[src/inc/variable_latency_io_pkg.sv]
// Shared constants for the variable latency io port
`default_nettype none
package variable_latency_io_pkg;
    localparam int unsigned CLK_PERIOD_NS = 4;
    // Chip select lead time before first strobe, in ns
    localparam int unsigned CS_LEAD_NS    = 8;
    localparam int unsigned CS_LEAD_CYC   =
        (CS_LEAD_NS + CLK_PERIOD_NS - 1) / CLK_PERIOD_NS;
    localparam int unsigned ADDR_W        = 26;
    localparam int unsigned CNT_W         = 4;
    localparam int unsigned LEN_W         = 4;
    localparam int unsigned DEF_STROBE    = 2;
    localparam int unsigned DEF_GAP       = 1;
    localparam logic [3:0]  LANES_OFF     = 4'hf;
    localparam logic [3:0]  LANES_ALL     = 4'h0;
    typedef enum logic [2:0] {
        VARIABLE_LATENCY_IO_IDLE, VARIABLE_LATENCY_IO_LEAD, VARIABLE_LATENCY_IO_STROBE, VARIABLE_LATENCY_IO_END, VARIABLE_LATENCY_IO_GAP, VARIABLE_LATENCY_IO_HOLD
    } variable_latency_io_state_t;
endpackage : variable_latency_io_pkg
`default_nettype wire

[src/rtl/variable_latency_io_port.sv]
// Variable latency io port: ready-gated static memory master
`default_nettype none
module variable_latency_io_port #(
    parameter int unsigned STROBE_COUNT = variable_latency_io_pkg::DEF_STROBE,
    parameter int unsigned GAP_COUNT    = variable_latency_io_pkg::DEF_GAP
) (
    input  wire logic                        i_clk,
    input  wire logic                        i_srst,
    input  wire logic                        i_req,
    input  wire logic                        i_write,
    input  wire logic                        i_wide,
    input  wire logic [variable_latency_io_pkg::ADDR_W-1:0] i_addr,
    input  wire logic [variable_latency_io_pkg::LEN_W-1:0]  i_beats,
    input  wire logic [31:0]                 i_wdata,
    input  wire logic [3:0]                  i_lanes,
    input  wire logic                        i_ready,
    input  wire logic [31:0]                 i_memory_data_bus,
    output logic                             o_busy,
    output logic                             o_beat_done,
    output logic [31:0]                      o_rdata,
    output logic                             o_region_select_n,
    output logic                             o_read_strobe_n,
    output logic                             o_write_strobe_n,
    output logic [3:0]                       o_lane_select_n,
    output logic [variable_latency_io_pkg::ADDR_W-1:0]      o_memory_address_bus,
    output logic [31:0]                      o_memory_data_bus,
    output logic                             o_data_oe_n
);
    import variable_latency_io_pkg::*;

    // Counts must fit the four-bit cycle counter
    if (STROBE_COUNT < 1 || STROBE_COUNT > 14
        || GAP_COUNT > 15) begin : g_bad_count
        $error("variable_latency_io_port: count parameter out of range");
    end

    localparam logic [CNT_W-1:0] WIDTH_MIN = CNT_W'(STROBE_COUNT + 1);
    localparam logic [CNT_W-1:0] GAP_LAST  = CNT_W'(GAP_COUNT);
    localparam logic [CNT_W-1:0] LEAD_LAST = CNT_W'(CS_LEAD_CYC - 1);

    logic        ready_meta;
    logic        ready_sync;
    variable_latency_io_state_t state;
    variable_latency_io_state_t next_state;
    logic [CNT_W-1:0] cnt;
    logic [CNT_W-1:0] next_cnt;
    logic [LEN_W-1:0] left;
    logic [LEN_W-1:0] next_left;
    logic        wr;
    logic        next_wr;
    logic        wide;
    logic        next_wide;
    logic [3:0]  lanes;
    logic [3:0]  next_lanes;
    logic        next_busy;
    logic        next_beat_done;
    logic [31:0] next_rdata;
    logic        next_cs_n;
    logic        next_rd_n;
    logic        next_wr_n;
    logic [3:0]  next_lane_n;
    logic [ADDR_W-1:0] next_addr;
    logic [31:0] next_wdata;
    logic        next_oe_n;
    logic        captured;

    // Ready synchroniser
    always_ff @(posedge i_clk) begin
        if (i_srst) begin
            ready_meta <= 1'b0;
            ready_sync <= 1'b0;
        end else begin
            ready_meta <= i_ready;
            ready_sync <= ready_meta;
        end
    end

    always_comb begin
        next_state     = state;
        next_cnt       = cnt;
        next_left      = left;
        next_wr        = wr;
        next_wide      = wide;
        next_lanes     = lanes;
        next_busy      = o_busy;
        next_beat_done = 1'b0;
        next_rdata     = o_rdata;
        next_cs_n      = o_region_select_n;
        next_rd_n      = o_read_strobe_n;
        next_wr_n      = o_write_strobe_n;
        next_lane_n    = o_lane_select_n;
        next_addr      = o_memory_address_bus;
        next_wdata     = o_memory_data_bus;
        next_oe_n      = o_data_oe_n;
        captured       = 1'b0;
        case (state)
            VARIABLE_LATENCY_IO_IDLE: begin
                if (i_req) begin
                    next_state = VARIABLE_LATENCY_IO_LEAD;
                    next_busy  = 1'b1;
                    next_wr    = i_write;
                    next_wide  = i_wide;
                    next_left  = i_beats;
                    next_lanes = i_wide ? i_lanes : {2'b11, i_lanes[1:0]};
                    next_addr  = i_addr;
                    next_cs_n  = 1'b0;
                    next_lane_n = i_write ? next_lanes : LANES_ALL;
                    next_wdata = i_wdata;
                    next_oe_n  = ~i_write;
                    next_cnt   = '0;
                end
            end
            VARIABLE_LATENCY_IO_LEAD: begin
                next_cnt = cnt + 1'b1;
                if (cnt >= LEAD_LAST) begin
                    next_state = VARIABLE_LATENCY_IO_STROBE;
                    next_cnt   = CNT_W'(1);
                    next_rd_n  = wr;
                    next_wr_n  = ~wr;
                end
            end
            VARIABLE_LATENCY_IO_STROBE: begin
                if (cnt < WIDTH_MIN)
                    next_cnt = cnt + 1'b1;
                if (ready_sync && cnt >= WIDTH_MIN) begin
                    captured       = 1'b1;
                    next_rdata     = wide ? i_memory_data_bus
                                          : {16'h0000,
                                             i_memory_data_bus[15:0]};
                    next_beat_done = 1'b1;
                    next_state     = VARIABLE_LATENCY_IO_END;
                end
            end
            VARIABLE_LATENCY_IO_END: begin
                next_rd_n = 1'b1;
                next_wr_n = 1'b1;
                next_cnt  = '0;
                if (left > LEN_W'(1)) begin
                    next_left  = left - 1'b1;
                    next_addr  = o_memory_address_bus
                               + (wide ? ADDR_W'(4) : ADDR_W'(2));
                    next_state = VARIABLE_LATENCY_IO_GAP;
                end else begin
                    next_state = VARIABLE_LATENCY_IO_HOLD;
                end
            end
            VARIABLE_LATENCY_IO_GAP: begin
                next_cnt = cnt + 1'b1;
                if (cnt >= GAP_LAST) begin
                    next_state = VARIABLE_LATENCY_IO_STROBE;
                    next_cnt   = CNT_W'(1);
                    next_rd_n  = wr;
                    next_wr_n  = ~wr;
                end
            end
            VARIABLE_LATENCY_IO_HOLD: begin
                next_cs_n   = 1'b1;
                next_lane_n = LANES_OFF;
                next_oe_n   = 1'b1;
                next_busy   = 1'b0;
                next_state  = VARIABLE_LATENCY_IO_IDLE;
            end
            default: next_state = VARIABLE_LATENCY_IO_IDLE;
        endcase
    end

    always_ff @(posedge i_clk) begin
        if (i_srst) begin
            state                <= VARIABLE_LATENCY_IO_IDLE;
            cnt                  <= '0;
            left                 <= '0;
            wr                   <= 1'b0;
            wide                 <= 1'b0;
            lanes                <= LANES_OFF;
            o_busy               <= 1'b0;
            o_beat_done          <= 1'b0;
            o_rdata              <= '0;
            o_region_select_n    <= 1'b1;
            o_read_strobe_n      <= 1'b1;
            o_write_strobe_n     <= 1'b1;
            o_lane_select_n      <= LANES_OFF;
            o_memory_address_bus <= '0;
            o_memory_data_bus    <= '0;
            o_data_oe_n          <= 1'b1;
        end else begin
            state                <= next_state;
            cnt                  <= next_cnt;
            left                 <= next_left;
            wr                   <= next_wr;
            wide                 <= next_wide;
            lanes                <= next_lanes;
            o_busy               <= next_busy;
            o_beat_done          <= next_beat_done;
            o_rdata              <= next_rdata;
            o_region_select_n    <= next_cs_n;
            o_read_strobe_n      <= next_rd_n;
            o_write_strobe_n     <= next_wr_n;
            o_lane_select_n      <= next_lane_n;
            o_memory_address_bus <= next_addr;
            o_memory_data_bus    <= next_wdata;
            o_data_oe_n          <= next_oe_n;
        end
    end

    // Checks
    wire strobe_on = ~o_read_strobe_n | ~o_write_strobe_n;
endmodule : variable_latency_io_port
`default_nettype wire

[config.mk]
export PLATFORM = sky130hd
export DESIGN_NAME = variable_latency_io_port
export DESIGN_NICKNAME = d
export VERILOG_FILES = /design/src/inc/variable_latency_io_pkg.sv /design/src/rtl/variable_latency_io_port.sv
export SDC_FILE = /design/constraint.sdc
export NUM_CORES = 1
export LEC_CHECK = 0
export ABC_AREA = 1
export CAP_MARGIN = 0
export CORE_AREA = 2 2 118 120
export DETAILED_ROUTE_END_ITERATION = 6
export DIE_AREA = 0 0 120 122
export DONT_BUFFER_PORTS = 1
export PLACE_DENSITY_LB_ADDON = 0.05
export SYNTH_ARGS = -nofsm -noshare
export SYNTH_HDL_FRONTEND = slang
export SYNTH_SLANG_ARGS = --single-unit
[constraint.sdc]
create_clock -name i_clk -period 2.9 [get_ports i_clk]
set_input_delay 0.29 -clock i_clk [delete_from_list [all_inputs] [get_ports i_clk]]
set_output_delay 0.29 -clock i_clk [all_outputs]
set_load 0.1 [all_outputs]
==> results of run 1 <==
-- metrics by stage --
stage          power [mW]  area [um2]  setup slack [ps]
2_1_floorplan       5.321        5230             235.1
3_3_place_gp        5.735        5475             719.8
3_5_place_dp        5.767        5475             644.8
4_1_cts             7.977        6250             635.7
5_1_grt             8.298        6250             369.2
6_report            7.901        6250             669.9
-- sequential cells by signal (all words and copies together), names as in the netlist, 3 cells and up --
| register | count |
|---|---|
| cnt | 4 |
| state | 3 |
| o_memory_data_bus | 32 |
| left | 4 |
| o_lane_select_n | 4 |
| o_memory_address_bus | 26 |
| o_rdata | 32 |
-- where the power goes --
group / internal (mW) / leakage [nW] / total [mW] / switching (mW)
Sequential: 1.93 / 0.942 / 3.48 / 1.56
Combinational: 0.557 / 1.29 / 2.27 / 1.71
Clock: 1.40 / 0.293 / 2.15 / 0.748
-- layer usage --
metal / track usage / vias up / wire length (um)
li1: - / 2499 / -
met1: 0.2354 / 2189 / 6414
met2: 0.3104 / 147 / 6379
met3: 0.08099 / 13 / 1227
met4: 0.05956 / 0 / 123
met5: 0 / - / 0
-- critical path, cell delays in order, from the launching register on --
cell	delay, ps
dfxtp_1	380
nor2_1	150
nand2_1	80
nor2_2	150
buf_4	360
inv_1	560
nand2_1	180
inv_1	70
nand2_1	50
nand3_1	90
-- worst max path at each step --
stage / from / endpoint / slack [ps] / depth (start not counted)
global route: state[2] / o_lane_select_n[3] / 370 / 9
global placement: state[2] / o_memory_address_bus[14] / 720 / 8
floorplan: o_memory_address_bus[1] / o_memory_address_bus[25] / 240 / 11
finish: state[2] / o_lane_select_n[3] / 670 / 9
detailed placement: state[2] / o_lane_select_n[3] / 640 / 9
CTS: state[2] / o_memory_address_bus[14] / 640 / 8
-- cell usage in the layout, fill, tap and decap left out, drive strengths merged, types with 2 or more instances in the layout --
| cell | instances |
|---|---|
| nor2 | 172 |
| nand2 | 167 |
| dfxtp | 115 |
| o21ai | 100 |
| nand3 | 54 |
| inv | 50 |
| a21oi | 38 |
| buf | 30 |
| clkbuf | 21 |
| dlygate4sd3 | 14 |
| ha | 7 |
| clkinv | 6 |
| nor3 | 4 |
| nand4 | 3 |
| or2 | 3 |
| xor2 | 3 |
| bufinv | 3 |
| o21a | 2 |
| xnor2 | 2 |
| clkinvlp | 2 |
-- cells by family after synthesis --
family	after synthesis	share of synthesized area
compound gates	144	0.1431
flops	115	0.4402
buf+inv	88	0.07416
simple gates	405	0.3136
xor+xnor	5	0.008375
fa+ha+maj	8	0.02057
-- cell type report --
type | instances | share of cell area
repair buffers | 44 | 0.06046
well taps | 180 | 0.03604
multi-input cells | 562 | 0.4064
clock buffers | 21 | 0.07367
flip-flops and latches | 115 | 0.3684
inverters | 50 | 0.03043
clock inverters | 11 | 0.02462
==> flow_results.xml, run 1 <==
<?xml version="1.0" encoding="UTF-8"?>
<metrics>
  <group name="clock_network">
    <metric name="number_of_buffers_created_by_cts" unit="">17</metric>
    <metric name="clk_pin_slew_worst_paths" unit="ps">60</metric>
    <metric name="cts.path.max_buffers" unit="">2</metric>
    <metric name="holdBufCountCts" unit="">15</metric>
    <metric name="ctsRootBufferMaster" unit="">clkbuf_16</metric>
    <metric name="cts_tree" unit="">done</metric>
    <metric name="cts.repair_timing.setup_buffer_count" unit="">0</metric>
    <metric name="cts.sinks" unit="">115</metric>
    <metric name="htreeDepth" unit="">4</metric>
    <metric name="cts_repair_resize_count" unit="">0</metric>
    <metric name="clk-insertion-delay-late" unit="ps">410</metric>
  </group>
  <group name="global_routing">
    <metric name="leftover_overflow_at_the_end_of_global_routing" unit="">0</metric>
    <metric name="first_global_vias" unit="">4639</metric>
    <metric name="grt_use_total" unit="">0.1930</metric>
    <metric name="antenna_found_initial" unit="">0</metric>
    <metric name="wire_length_of_the_first_global_routing_pass" unit="um">22510</metric>
    <metric name="grt_max_degree" unit="">50</metric>
  </group>
  <group name="timing">
    <metric name="setup_total_negative_slack" unit="ps">0</metric>
    <metric name="final.hold.worst_slack" unit="ps">17.28</metric>
    <metric name="final-max-slew-violation-count" unit="">0</metric>
    <metric name="report.final.hold_viol_count" unit="">0</metric>
    <metric name="worst_slew_pin_slew" unit="ps">1100</metric>
    <metric name="fin_crit_sh" unit="">0.7690</metric>
    <metric name="timing.fmax" unit="GHz">0.4484</metric>
    <metric name="finalWorstPathRequiredPeriod" unit="ps">2230</metric>
    <metric name="rsz0062_at_grt" unit="">false</metric>
    <metric name="max_slew_margin" unit="">0.2656</metric>
    <metric name="setup_viol" unit="">0</metric>
    <metric name="worst_clock_skew" unit="ps">5.726</metric>
  </group>
  <group name="power">
    <metric name="p_per_area" unit="mW/mm2">1264</metric>
    <metric name="ir_drop" unit="mV">0.6370</metric>
    <metric name="leakagePower" unit="nW">2.524</metric>
  </group>
  <group name="setup_path">
    <metric name="r2r_slack" unit="ps">670</metric>
    <metric name="path_max_fanout" unit="">39</metric>
    <metric name="regToRegEndpoint" unit="">o_lane_select_n[3]</metric>
    <metric name="endpoint_kind" unit="">register</metric>
    <metric name="worstSetupPathType" unit="">register to register</metric>
    <metric name="crit_required" unit="ps">3190</metric>
    <metric name="critical_path.startpoint_type" unit="">register</metric>
    <metric name="critPathArrivalTime" unit="ps">2520</metric>
    <metric name="reg2regPathDepth" unit="">9</metric>
    <metric name="worstReg2RegStart" unit="">state[2]</metric>
  </group>
  <group name="yosys">
    <metric name="synthDistinctLibCells" unit="">35</metric>
    <metric name="synth-seq-area-share" unit="">0.4402</metric>
    <metric name="post_synth_main_area_contributors" unit="">dfxtp_1, nor2_1, nand2_1</metric>
    <metric name="post_synth_top_flop" unit="">dfxtp_1</metric>
    <metric name="postSynthAreaPerCell" unit="um2">6.837</metric>
    <metric name="yosys_register_bits" unit="">115</metric>
    <metric name="area_of_the_mapped_netlist" unit="mm2">0.005230</metric>
    <metric name="syn_nets" unit="">877</metric>
    <metric name="synth_enable_flop_cells" unit="">0</metric>
    <metric name="yosys.area.top_type_share" unit="">0.4402</metric>
    <metric name="synth_largest_area_cell" unit="">dfxtp_1</metric>
    <metric name="synth_warnings" unit="">0</metric>
    <metric name="ys_top_cells_by_count" unit="">nor2_1, nand2_1, dfxtp_1</metric>
    <metric name="async_sr_flop_fraction" unit="">0</metric>
    <metric name="synthMostInstantiatedCell" unit="">nor2_1</metric>
    <metric name="postSynthCellCount" unit="">765</metric>
  </group>
  <group name="die">
    <metric name="die_height" unit="um">122</metric>
    <metric name="core_area" unit="mm2">0.01350</metric>
    <metric name="boundaryPins" unit="">204</metric>
    <metric name="die_width" unit="um">120</metric>
    <metric name="initial_utilization" unit="">0.3873</metric>
    <metric name="design.die.area" unit="mm2">0.01464</metric>
    <metric name="placement_rows" unit="">43</metric>
  </group>
  <group name="min_path">
    <metric name="holdPathStages" unit="">2</metric>
    <metric name="worst_hold_path.endpoint" unit="">o_memory_data_bus[4]</metric>
    <metric name="timing.hold.worst.start" unit="">i_wdata[4]</metric>
    <metric name="hold_class" unit="">primary input to register</metric>
  </group>
  <group name="cells_and_area">
    <metric name="finish.net_count" unit="">902</metric>
    <metric name="layout.filler_cells" unit="">1412</metric>
    <metric name="final-seq-area" unit="mm2">0.002302</metric>
    <metric name="final_util" unit="">0.4628</metric>
    <metric name="layout-drive-gt1-share" unit="">0.09215</metric>
    <metric name="antenna_cells_inserted" unit="">0</metric>
    <metric name="area_delta_synth_final" unit="%">19.50</metric>
    <metric name="post_layout_nonfiller_instances" unit="">983</metric>
    <metric name="multi_input_comb_area" unit="mm2">0.002540</metric>
  </group>
  <group name="run">
    <metric name="max-cap-violations" unit="">0</metric>
  </group>
  <group name="place">
    <metric name="io_buffers" unit="">0</metric>
    <metric name="detailedPlacementHpwl" unit="um">9924</metric>
    <metric name="place_congestion" unit="">0.7897</metric>
    <metric name="dp.cells" unit="">936</metric>
  </group>
  <group name="drt">
    <metric name="ratio_of_routed_vias_to_standard_cells" unit="">4.932</metric>
    <metric name="wire_per_inst" unit="um">14.39</metric>
    <metric name="router_iterations_before_antenna_repair" unit="">4</metric>
    <metric name="detail-route-antenna-nets" unit="">0</metric>
    <metric name="route.detailed.drc" unit="">0</metric>
    <metric name="drt-initial-drc-count" unit="">230</metric>
    <metric name="postRouteWirelength" unit="um">14140</metric>
    <metric name="route.vias.total" unit="">4848</metric>
  </group>
  <group name="status">
    <metric name="outcome" unit="">completed</metric>
  </group>
</metrics>
Note: power is estimated with default switching activity, not from simulation.
==> inputs of run 2 (changes only) <==
==> constraint.sdc (replaced) <==
create_clock -name i_clk -period 1.9 [get_ports i_clk]
set_input_delay 0.19 -clock i_clk [delete_from_list [all_inputs] [get_ports i_clk]]
set_output_delay 0.19 -clock i_clk [all_outputs]
set_load 0.1 [all_outputs]
==> run 2 against run 1 <==
Compared with the run above:
- clock power increased by 44%
- highest routed layer unchanged
- fmax up 23%
- sequential share of layout area is 6.2 points lower
- critical path depth up 1
- flip-flop and latch count unchanged
- final cell count rose by 15%
- worst hold slack worse by 2.0 ps
==> flow_results.xml, run 2 (synthesis results as in run 1) <==
<?xml version="1.0" encoding="UTF-8"?>
<metrics>
  <group name="global_routing">
    <metric name="antenna_found_initial" unit="">0</metric>
    <metric name="grt_max_degree" unit="">45</metric>
    <metric name="wire_length_of_the_first_global_routing_pass" unit="um">24810</metric>
    <metric name="grt_use_total" unit="">0.2132</metric>
    <metric name="first_global_vias" unit="">5212</metric>
    <metric name="leftover_overflow_at_the_end_of_global_routing" unit="">0</metric>
  </group>
  <group name="die">
    <metric name="initial_utilization" unit="">0.3873</metric>
    <metric name="core_area" unit="mm2">0.01350</metric>
    <metric name="placement_rows" unit="">43</metric>
    <metric name="die_height" unit="um">122</metric>
    <metric name="design.die.area" unit="mm2">0.01464</metric>
    <metric name="boundaryPins" unit="">204</metric>
    <metric name="die_width" unit="um">120</metric>
  </group>
  <group name="timing">
    <metric name="worst_clock_skew" unit="ps">6.017</metric>
    <metric name="setup_viol" unit="">0</metric>
    <metric name="setup_total_negative_slack" unit="ps">0</metric>
    <metric name="worst_slew_pin_slew" unit="ps">388.1</metric>
    <metric name="final-max-slew-violation-count" unit="">0</metric>
    <metric name="max_slew_margin" unit="">0.7385</metric>
    <metric name="layout_setup_ws" unit="ps">85.71</metric>
    <metric name="fin_crit_sh" unit="">0.9549</metric>
    <metric name="timing.fmax" unit="GHz">0.5512</metric>
    <metric name="finalWorstPathRequiredPeriod" unit="ps">1814</metric>
    <metric name="report.final.hold_viol_count" unit="">0</metric>
  </group>
  <group name="setup_path">
    <metric name="cp_cell_sequence" unit="">inv_4, ha_4, inv_2, fa_2, nor2_4, nand3_2, or2_4, nand3_1, nand2_1, a21oi_1</metric>
    <metric name="critPathSlowestCell" unit="">fa_2</metric>
    <metric name="critPathArrivalTime" unit="ps">2160</metric>
    <metric name="critical_path.startpoint_type" unit="">register</metric>
    <metric name="path_max_fanout" unit="">5</metric>
    <metric name="max_stage_delay" unit="ps">380</metric>
    <metric name="worstSetupPathType" unit="">register to register</metric>
    <metric name="endpoint_kind" unit="">register</metric>
    <metric name="crit_required" unit="ps">2240</metric>
  </group>
  <group name="power">
    <metric name="ir_drop" unit="mV">1.165</metric>
    <metric name="totalPowerFinal" unit="mW">12.67</metric>
    <metric name="sequentialPowerShare" unit="">0.265</metric>
    <metric name="power_frac_clock" unit="">0.244</metric>
    <metric name="leakagePower" unit="nW">3.270</metric>
    <metric name="p_sw_frac" unit="">0.4954</metric>
    <metric name="power_report.internal_total" unit="mW">6.392</metric>
    <metric name="p_sw" unit="mW">6.277</metric>
    <metric name="p_per_area" unit="mW/mm2">1665</metric>
    <metric name="comb_power_share" unit="">0.490</metric>
  </group>
  <group name="clock_network">
    <metric name="htreeDepth" unit="">4</metric>
    <metric name="clk-insertion-delay-late" unit="ps">410</metric>
    <metric name="cts.path.max_buffers" unit="">2</metric>
    <metric name="cts_tree" unit="">done</metric>
    <metric name="ctsRootBufferMaster" unit="">clkbuf_16</metric>
    <metric name="number_of_buffers_created_by_cts" unit="">17</metric>
    <metric name="cts.sinks" unit="">115</metric>
    <metric name="clk_pin_slew_worst_paths" unit="ps">50</metric>
  </group>
  <group name="place">
    <metric name="detailedPlacementHpwl" unit="um">10660</metric>
    <metric name="preCtsSetupSlack" unit="ps">62.33</metric>
    <metric name="dp.cells" unit="">1025</metric>
    <metric name="place_congestion" unit="">0.8481</metric>
    <metric name="io_buffers" unit="">0</metric>
  </group>
  <group name="cells_and_area">
    <metric name="finish.net_count" unit="">1051</metric>
    <metric name="post_layout_nonfiller_instances" unit="">1132</metric>
    <metric name="largestRegisters" unit="">o_memory_data_bus (32), o_rdata (32), o_memory_address_bus (26)</metric>
    <metric name="final-seq-area" unit="mm2">0.002331</metric>
    <metric name="layout.filler_cells" unit="">1290</metric>
    <metric name="commonest_cells_after_routing_fill_and_taps_aside" unit="">nor2_1, nand2_1, buf_4</metric>
    <metric name="layout-drive-gt1-share" unit="">0.2027</metric>
    <metric name="multi_input_comb_area" unit="mm2">0.002592</metric>
    <metric name="antenna_cells_inserted" unit="">0</metric>
    <metric name="final_util" unit="">0.5634</metric>
    <metric name="most_frequent_standard_cell_in_the_layout_excluding_fill_and_tap_cells" unit="">nor2_1</metric>
    <metric name="area_delta_synth_final" unit="%">45.48</metric>
  </group>
  <group name="drt">
    <metric name="route.detailed.drc" unit="">0</metric>
    <metric name="route.vias.total" unit="">5550</metric>
    <metric name="detail-route-antenna-nets" unit="">0</metric>
    <metric name="ratio_of_routed_vias_to_standard_cells" unit="">4.903</metric>
    <metric name="postRouteWirelength" unit="um">15590</metric>
    <metric name="wire_per_inst" unit="um">13.77</metric>
    <metric name="drt-initial-drc-count" unit="">329</metric>
    <metric name="router_iterations_before_antenna_repair" unit="">4</metric>
  </group>
  <group name="min_path">
    <metric name="hold_class" unit="">primary input to register</metric>
  </group>
  <group name="run">
    <metric name="max-cap-violations" unit="">0</metric>
  </group>
  <group name="status">
    <metric name="outcome" unit="">completed</metric>
  </group>
</metrics>
==> run 2: through the flow <==
step | instance area (um2) | hold WS [ps]
after floorplan | 5319 | 297.0
after detailed placement | 6237 | 257.8
after CTS | 7553 | 7.268
final | 7609 | 15.30
after global routing | 7609 | 19.35
after global placement | 6237 | 256.3
==> run 2: path summary, 6_finish.rpt <==
path               from                       end  slack (ps)  cells after the start
max                wide  o_memory_address_bus[13]          90                     10
min             i_write                        wr          20                      2
max reg2reg        wide  o_memory_address_bus[13]          90                     10
min reg2reg  ready_meta                ready_sync         400                      2
==> run 2: area by class of cell <==
class | instances | area share
well taps | 180 | 0.02960
clock inverters | 8 | 0.009538
repair buffers | 193 | 0.2210
multi-input cells | 562 | 0.3407
flip-flops and latches | 115 | 0.3064
inverters | 50 | 0.02532
clock buffers | 24 | 0.06742
==> run 2: repair_timing <==
action,4_1_cts,5_1_grt
resized for setup,0,3
setup buffers,0,2
endpoints found under the setup margin,0,5
hold buffers,72,0
endpoints found under the hold margin,96,0
==> run 2: critical path: cells and delay by family (launching register included) <==
kind / cells / cell delay (ps)
AND/OR/NAND/NOR: 5 / 680
adder cells (fa/ha/maj): 2 / 510
buffers and inverters: 2 / 120
flip-flops: 1 / 350
AO/OA/AOI/OAI: 1 / 100
==> run 2: per-layer routing <==
metal  vias to the layer above  GRT usage  routed length (um)
met3                        24    0.06507                1268
li1                       2809          -                   -
met5                         -          0                   0
met4                         0    0.09926                 330
met1                      2526     0.2512                6293
met2                       191     0.3558                7699
==> run 2: power groups by stage <==
stage	Clock, mW	Combinational, mW	Sequential, mW
detailed placement	0	6.02	3.41
global placement	0	5.97	3.39
global route	3.28	6.60	3.42
CTS	3.17	6.16	3.36
finish	3.10	6.21	3.36
floorplan	0	1.63	6.59
==> inputs of run 3 (changes only) <==
--- a/config.mk
+++ b/config.mk
@@ -8,6 +8,7 @@
 export ABC_AREA = 1
 export CAP_MARGIN = 0
 export CORE_AREA = 2 2 118 120
+export CTS_BUF_LIST = sky130_fd_sc_hd__clkbuf_16
 export DETAILED_ROUTE_END_ITERATION = 6
 export DIE_AREA = 0 0 120 122
 export DONT_BUFFER_PORTS = 1
==> run 3 against run 2 <==
Compared with the run above:
- register-to-register slack barely moved
- largest power group unchanged
- first-iteration DRC count fell by 4.0%
- fmax fell by 0.14%
- largest cell class unchanged
- power fell by 1.4%
- via count rose by 0.25%
- routed wire length rose by 0.26%
- final cell count did not move
==> flow_results.xml, run 3 (synthesis results as in run 1) <==
<?xml version="1.0" encoding="UTF-8"?>
<metrics>
  <group name="status">
    <metric name="outcome" unit="">completed</metric>
  </group>
  <group name="timing">
    <metric name="final-max-slew-violation-count" unit="">0</metric>
    <metric name="finalWorstPathRequiredPeriod" unit="ps">1817</metric>
    <metric name="fin_crit_sh" unit="">0.9563</metric>
    <metric name="worst_clock_skew" unit="ps">6.218</metric>
    <metric name="timing.fmax" unit="GHz">0.5504</metric>
    <metric name="worst_slew_pin_slew" unit="ps">390.9</metric>
    <metric name="max_slew_margin" unit="">0.7367</metric>
    <metric name="setup_viol" unit="">0</metric>
    <metric name="final.hold.worst_slack" unit="ps">15.29</metric>
    <metric name="report.final.hold_viol_count" unit="">0</metric>
  </group>
  <group name="global_routing">
    <metric name="wire_length_of_the_first_global_routing_pass" unit="um">24810</metric>
    <metric name="grt_use_total" unit="">0.2132</metric>
    <metric name="grt_max_degree" unit="">45</metric>
    <metric name="antenna_found_initial" unit="">0</metric>
    <metric name="first_global_vias" unit="">5211</metric>
    <metric name="leftover_overflow_at_the_end_of_global_routing" unit="">0</metric>
  </group>
  <group name="place">
    <metric name="io_buffers" unit="">0</metric>
    <metric name="place_congestion" unit="">0.8481</metric>
    <metric name="dpl-instance-area" unit="mm2">0.006237</metric>
    <metric name="detailedPlacementHpwl" unit="um">10660</metric>
  </group>
  <group name="cells_and_area">
    <metric name="final_util" unit="">0.5605</metric>
    <metric name="antenna_cells_inserted" unit="">0</metric>
    <metric name="area_delta_synth_final" unit="%">44.71</metric>
    <metric name="largestRegisters" unit="">o_memory_data_bus (32), o_rdata (32), o_memory_address_bus (26)</metric>
    <metric name="layout-drive-gt1-share" unit="">0.1985</metric>
    <metric name="fin_area" unit="mm2">0.007569</metric>
    <metric name="commonest_cells_after_routing_fill_and_taps_aside" unit="">nor2_1, nand2_1, buf_4</metric>
    <metric name="finish.net_count" unit="">1051</metric>
    <metric name="most_frequent_standard_cell_in_the_layout_excluding_fill_and_tap_cells" unit="">nor2_1</metric>
  </group>
  <group name="die">
    <metric name="die_height" unit="um">122</metric>
    <metric name="die_width" unit="um">120</metric>
    <metric name="core_area" unit="mm2">0.01350</metric>
    <metric name="placement_rows" unit="">43</metric>
    <metric name="design.die.area" unit="mm2">0.01464</metric>
    <metric name="boundaryPins" unit="">204</metric>
    <metric name="initial_utilization" unit="">0.3873</metric>
  </group>
  <group name="drt">
    <metric name="router_iterations_before_antenna_repair" unit="">4</metric>
    <metric name="route.vias.total" unit="">5564</metric>
    <metric name="drt-initial-drc-count" unit="">316</metric>
    <metric name="postRouteWirelength" unit="um">15630</metric>
    <metric name="ratio_of_routed_vias_to_standard_cells" unit="">4.915</metric>
    <metric name="wire_per_inst" unit="um">13.81</metric>
    <metric name="route.detailed.drc" unit="">0</metric>
    <metric name="detail-route-antenna-nets" unit="">0</metric>
  </group>
  <group name="clock_network">
    <metric name="clk_pin_slew_worst_paths" unit="ps">50</metric>
    <metric name="ctsRootBufferMaster" unit="">clkbuf_16</metric>
    <metric name="cts.path.max_buffers" unit="">2</metric>
    <metric name="clk-insertion-delay-late" unit="ps">410</metric>
    <metric name="htreeDepth" unit="">4</metric>
    <metric name="number_of_buffers_created_by_cts" unit="">17</metric>
    <metric name="cts.sinks" unit="">115</metric>
    <metric name="cts_tree" unit="">done</metric>
  </group>
  <group name="setup_path">
    <metric name="endpoint_kind" unit="">register</metric>
    <metric name="critical_path.startpoint_type" unit="">register</metric>
    <metric name="crit_required" unit="ps">2240</metric>
    <metric name="path_max_fanout" unit="">5</metric>
    <metric name="worstSetupPathType" unit="">register to register</metric>
    <metric name="critPathArrivalTime" unit="ps">2160</metric>
  </group>
  <group name="power">
    <metric name="leakagePower" unit="nW">3.255</metric>
    <metric name="ir_drop" unit="mV">1.152</metric>
    <metric name="totalPowerFinal" unit="mW">12.50</metric>
    <metric name="p_per_area" unit="mW/mm2">1651</metric>
  </group>
  <group name="run">
    <metric name="max-cap-violations" unit="">0</metric>
  </group>
  <group name="min_path">
    <metric name="hold_class" unit="">primary input to register</metric>
  </group>
</metrics>
-- run 3: changes by cell type in the layout (fill, tap and decap cells not counted) --
cell,delta
inv_1,+2
clkbuf_8,-4
clkbuf_1,-2
clkinv_1,+4
-- run 3: final timing paths --
kind                            slack [ps]  cells after the start  startpoint                  endpoint
worst max-delay path                    80                     10        wide  o_memory_address_bus[13]
worst min-delay path                    20                      2     i_write                        wr
worst max register to register          80                     10        wide  o_memory_address_bus[13]
worst min register to register         400                      2  ready_meta                ready_sync
-- run 3: power breakdown --
group	switching [mW]	internal (mW)
clock network	1.09	1.83
registers	0.379	2.98
logic	4.81	1.41
-- run 3: metal layers --
metal  vias up  share of wire  GRT usage
met1      2553           0.42     0.2512
met3        26          0.071    0.06507
met2       177           0.49     0.3558
li1       2808              -          -
met5         -              0          0
met4         0          0.022    0.09926
-- run 3: per-stage QoR --
step,setup WS [ps],TNS [ps],std cells
2_1_floorplan,-60.14,-135.0,765
3_3_place_gp,104.7,0,1025
3_5_place_dp,62.33,0,1025
4_1_cts,53.10,0,1129
5_1_grt,-0.7965,-0.7965,1132
6_report,83.11,0,1132
-- run 3: what timing repair did --
action | CTS | global route
setup endpoints to repair | 0 | 5
hold endpoints to repair | 96 | 0
buffers inserted | 0 | 2
hold buffers | 72 | 0
resized for setup | 0 | 3
-- run 3: final cells by class --
cell class / instances / area (um2)
multi-input cells: 562 / 2592
flip-flops and latches: 115 / 2331
clock buffers: 18 / 450.4
clock inverters: 14 / 95.09
fillers: 1293 / 5936
repair buffers: 193 / 1682
inverters: 50 / 192.7
well taps: 180 / 225.2
-- run 3: worst max-delay path, stage by stage, from the launching register on --
cell,delay [ps]
dfxtp_1,350
inv_4,90
ha_4,130
inv_2,30
fa_2,380
nor2_4,230
nand3_2,100
or2_4,240
nand3_1,70
nand2_1,50
a21oi_1,100
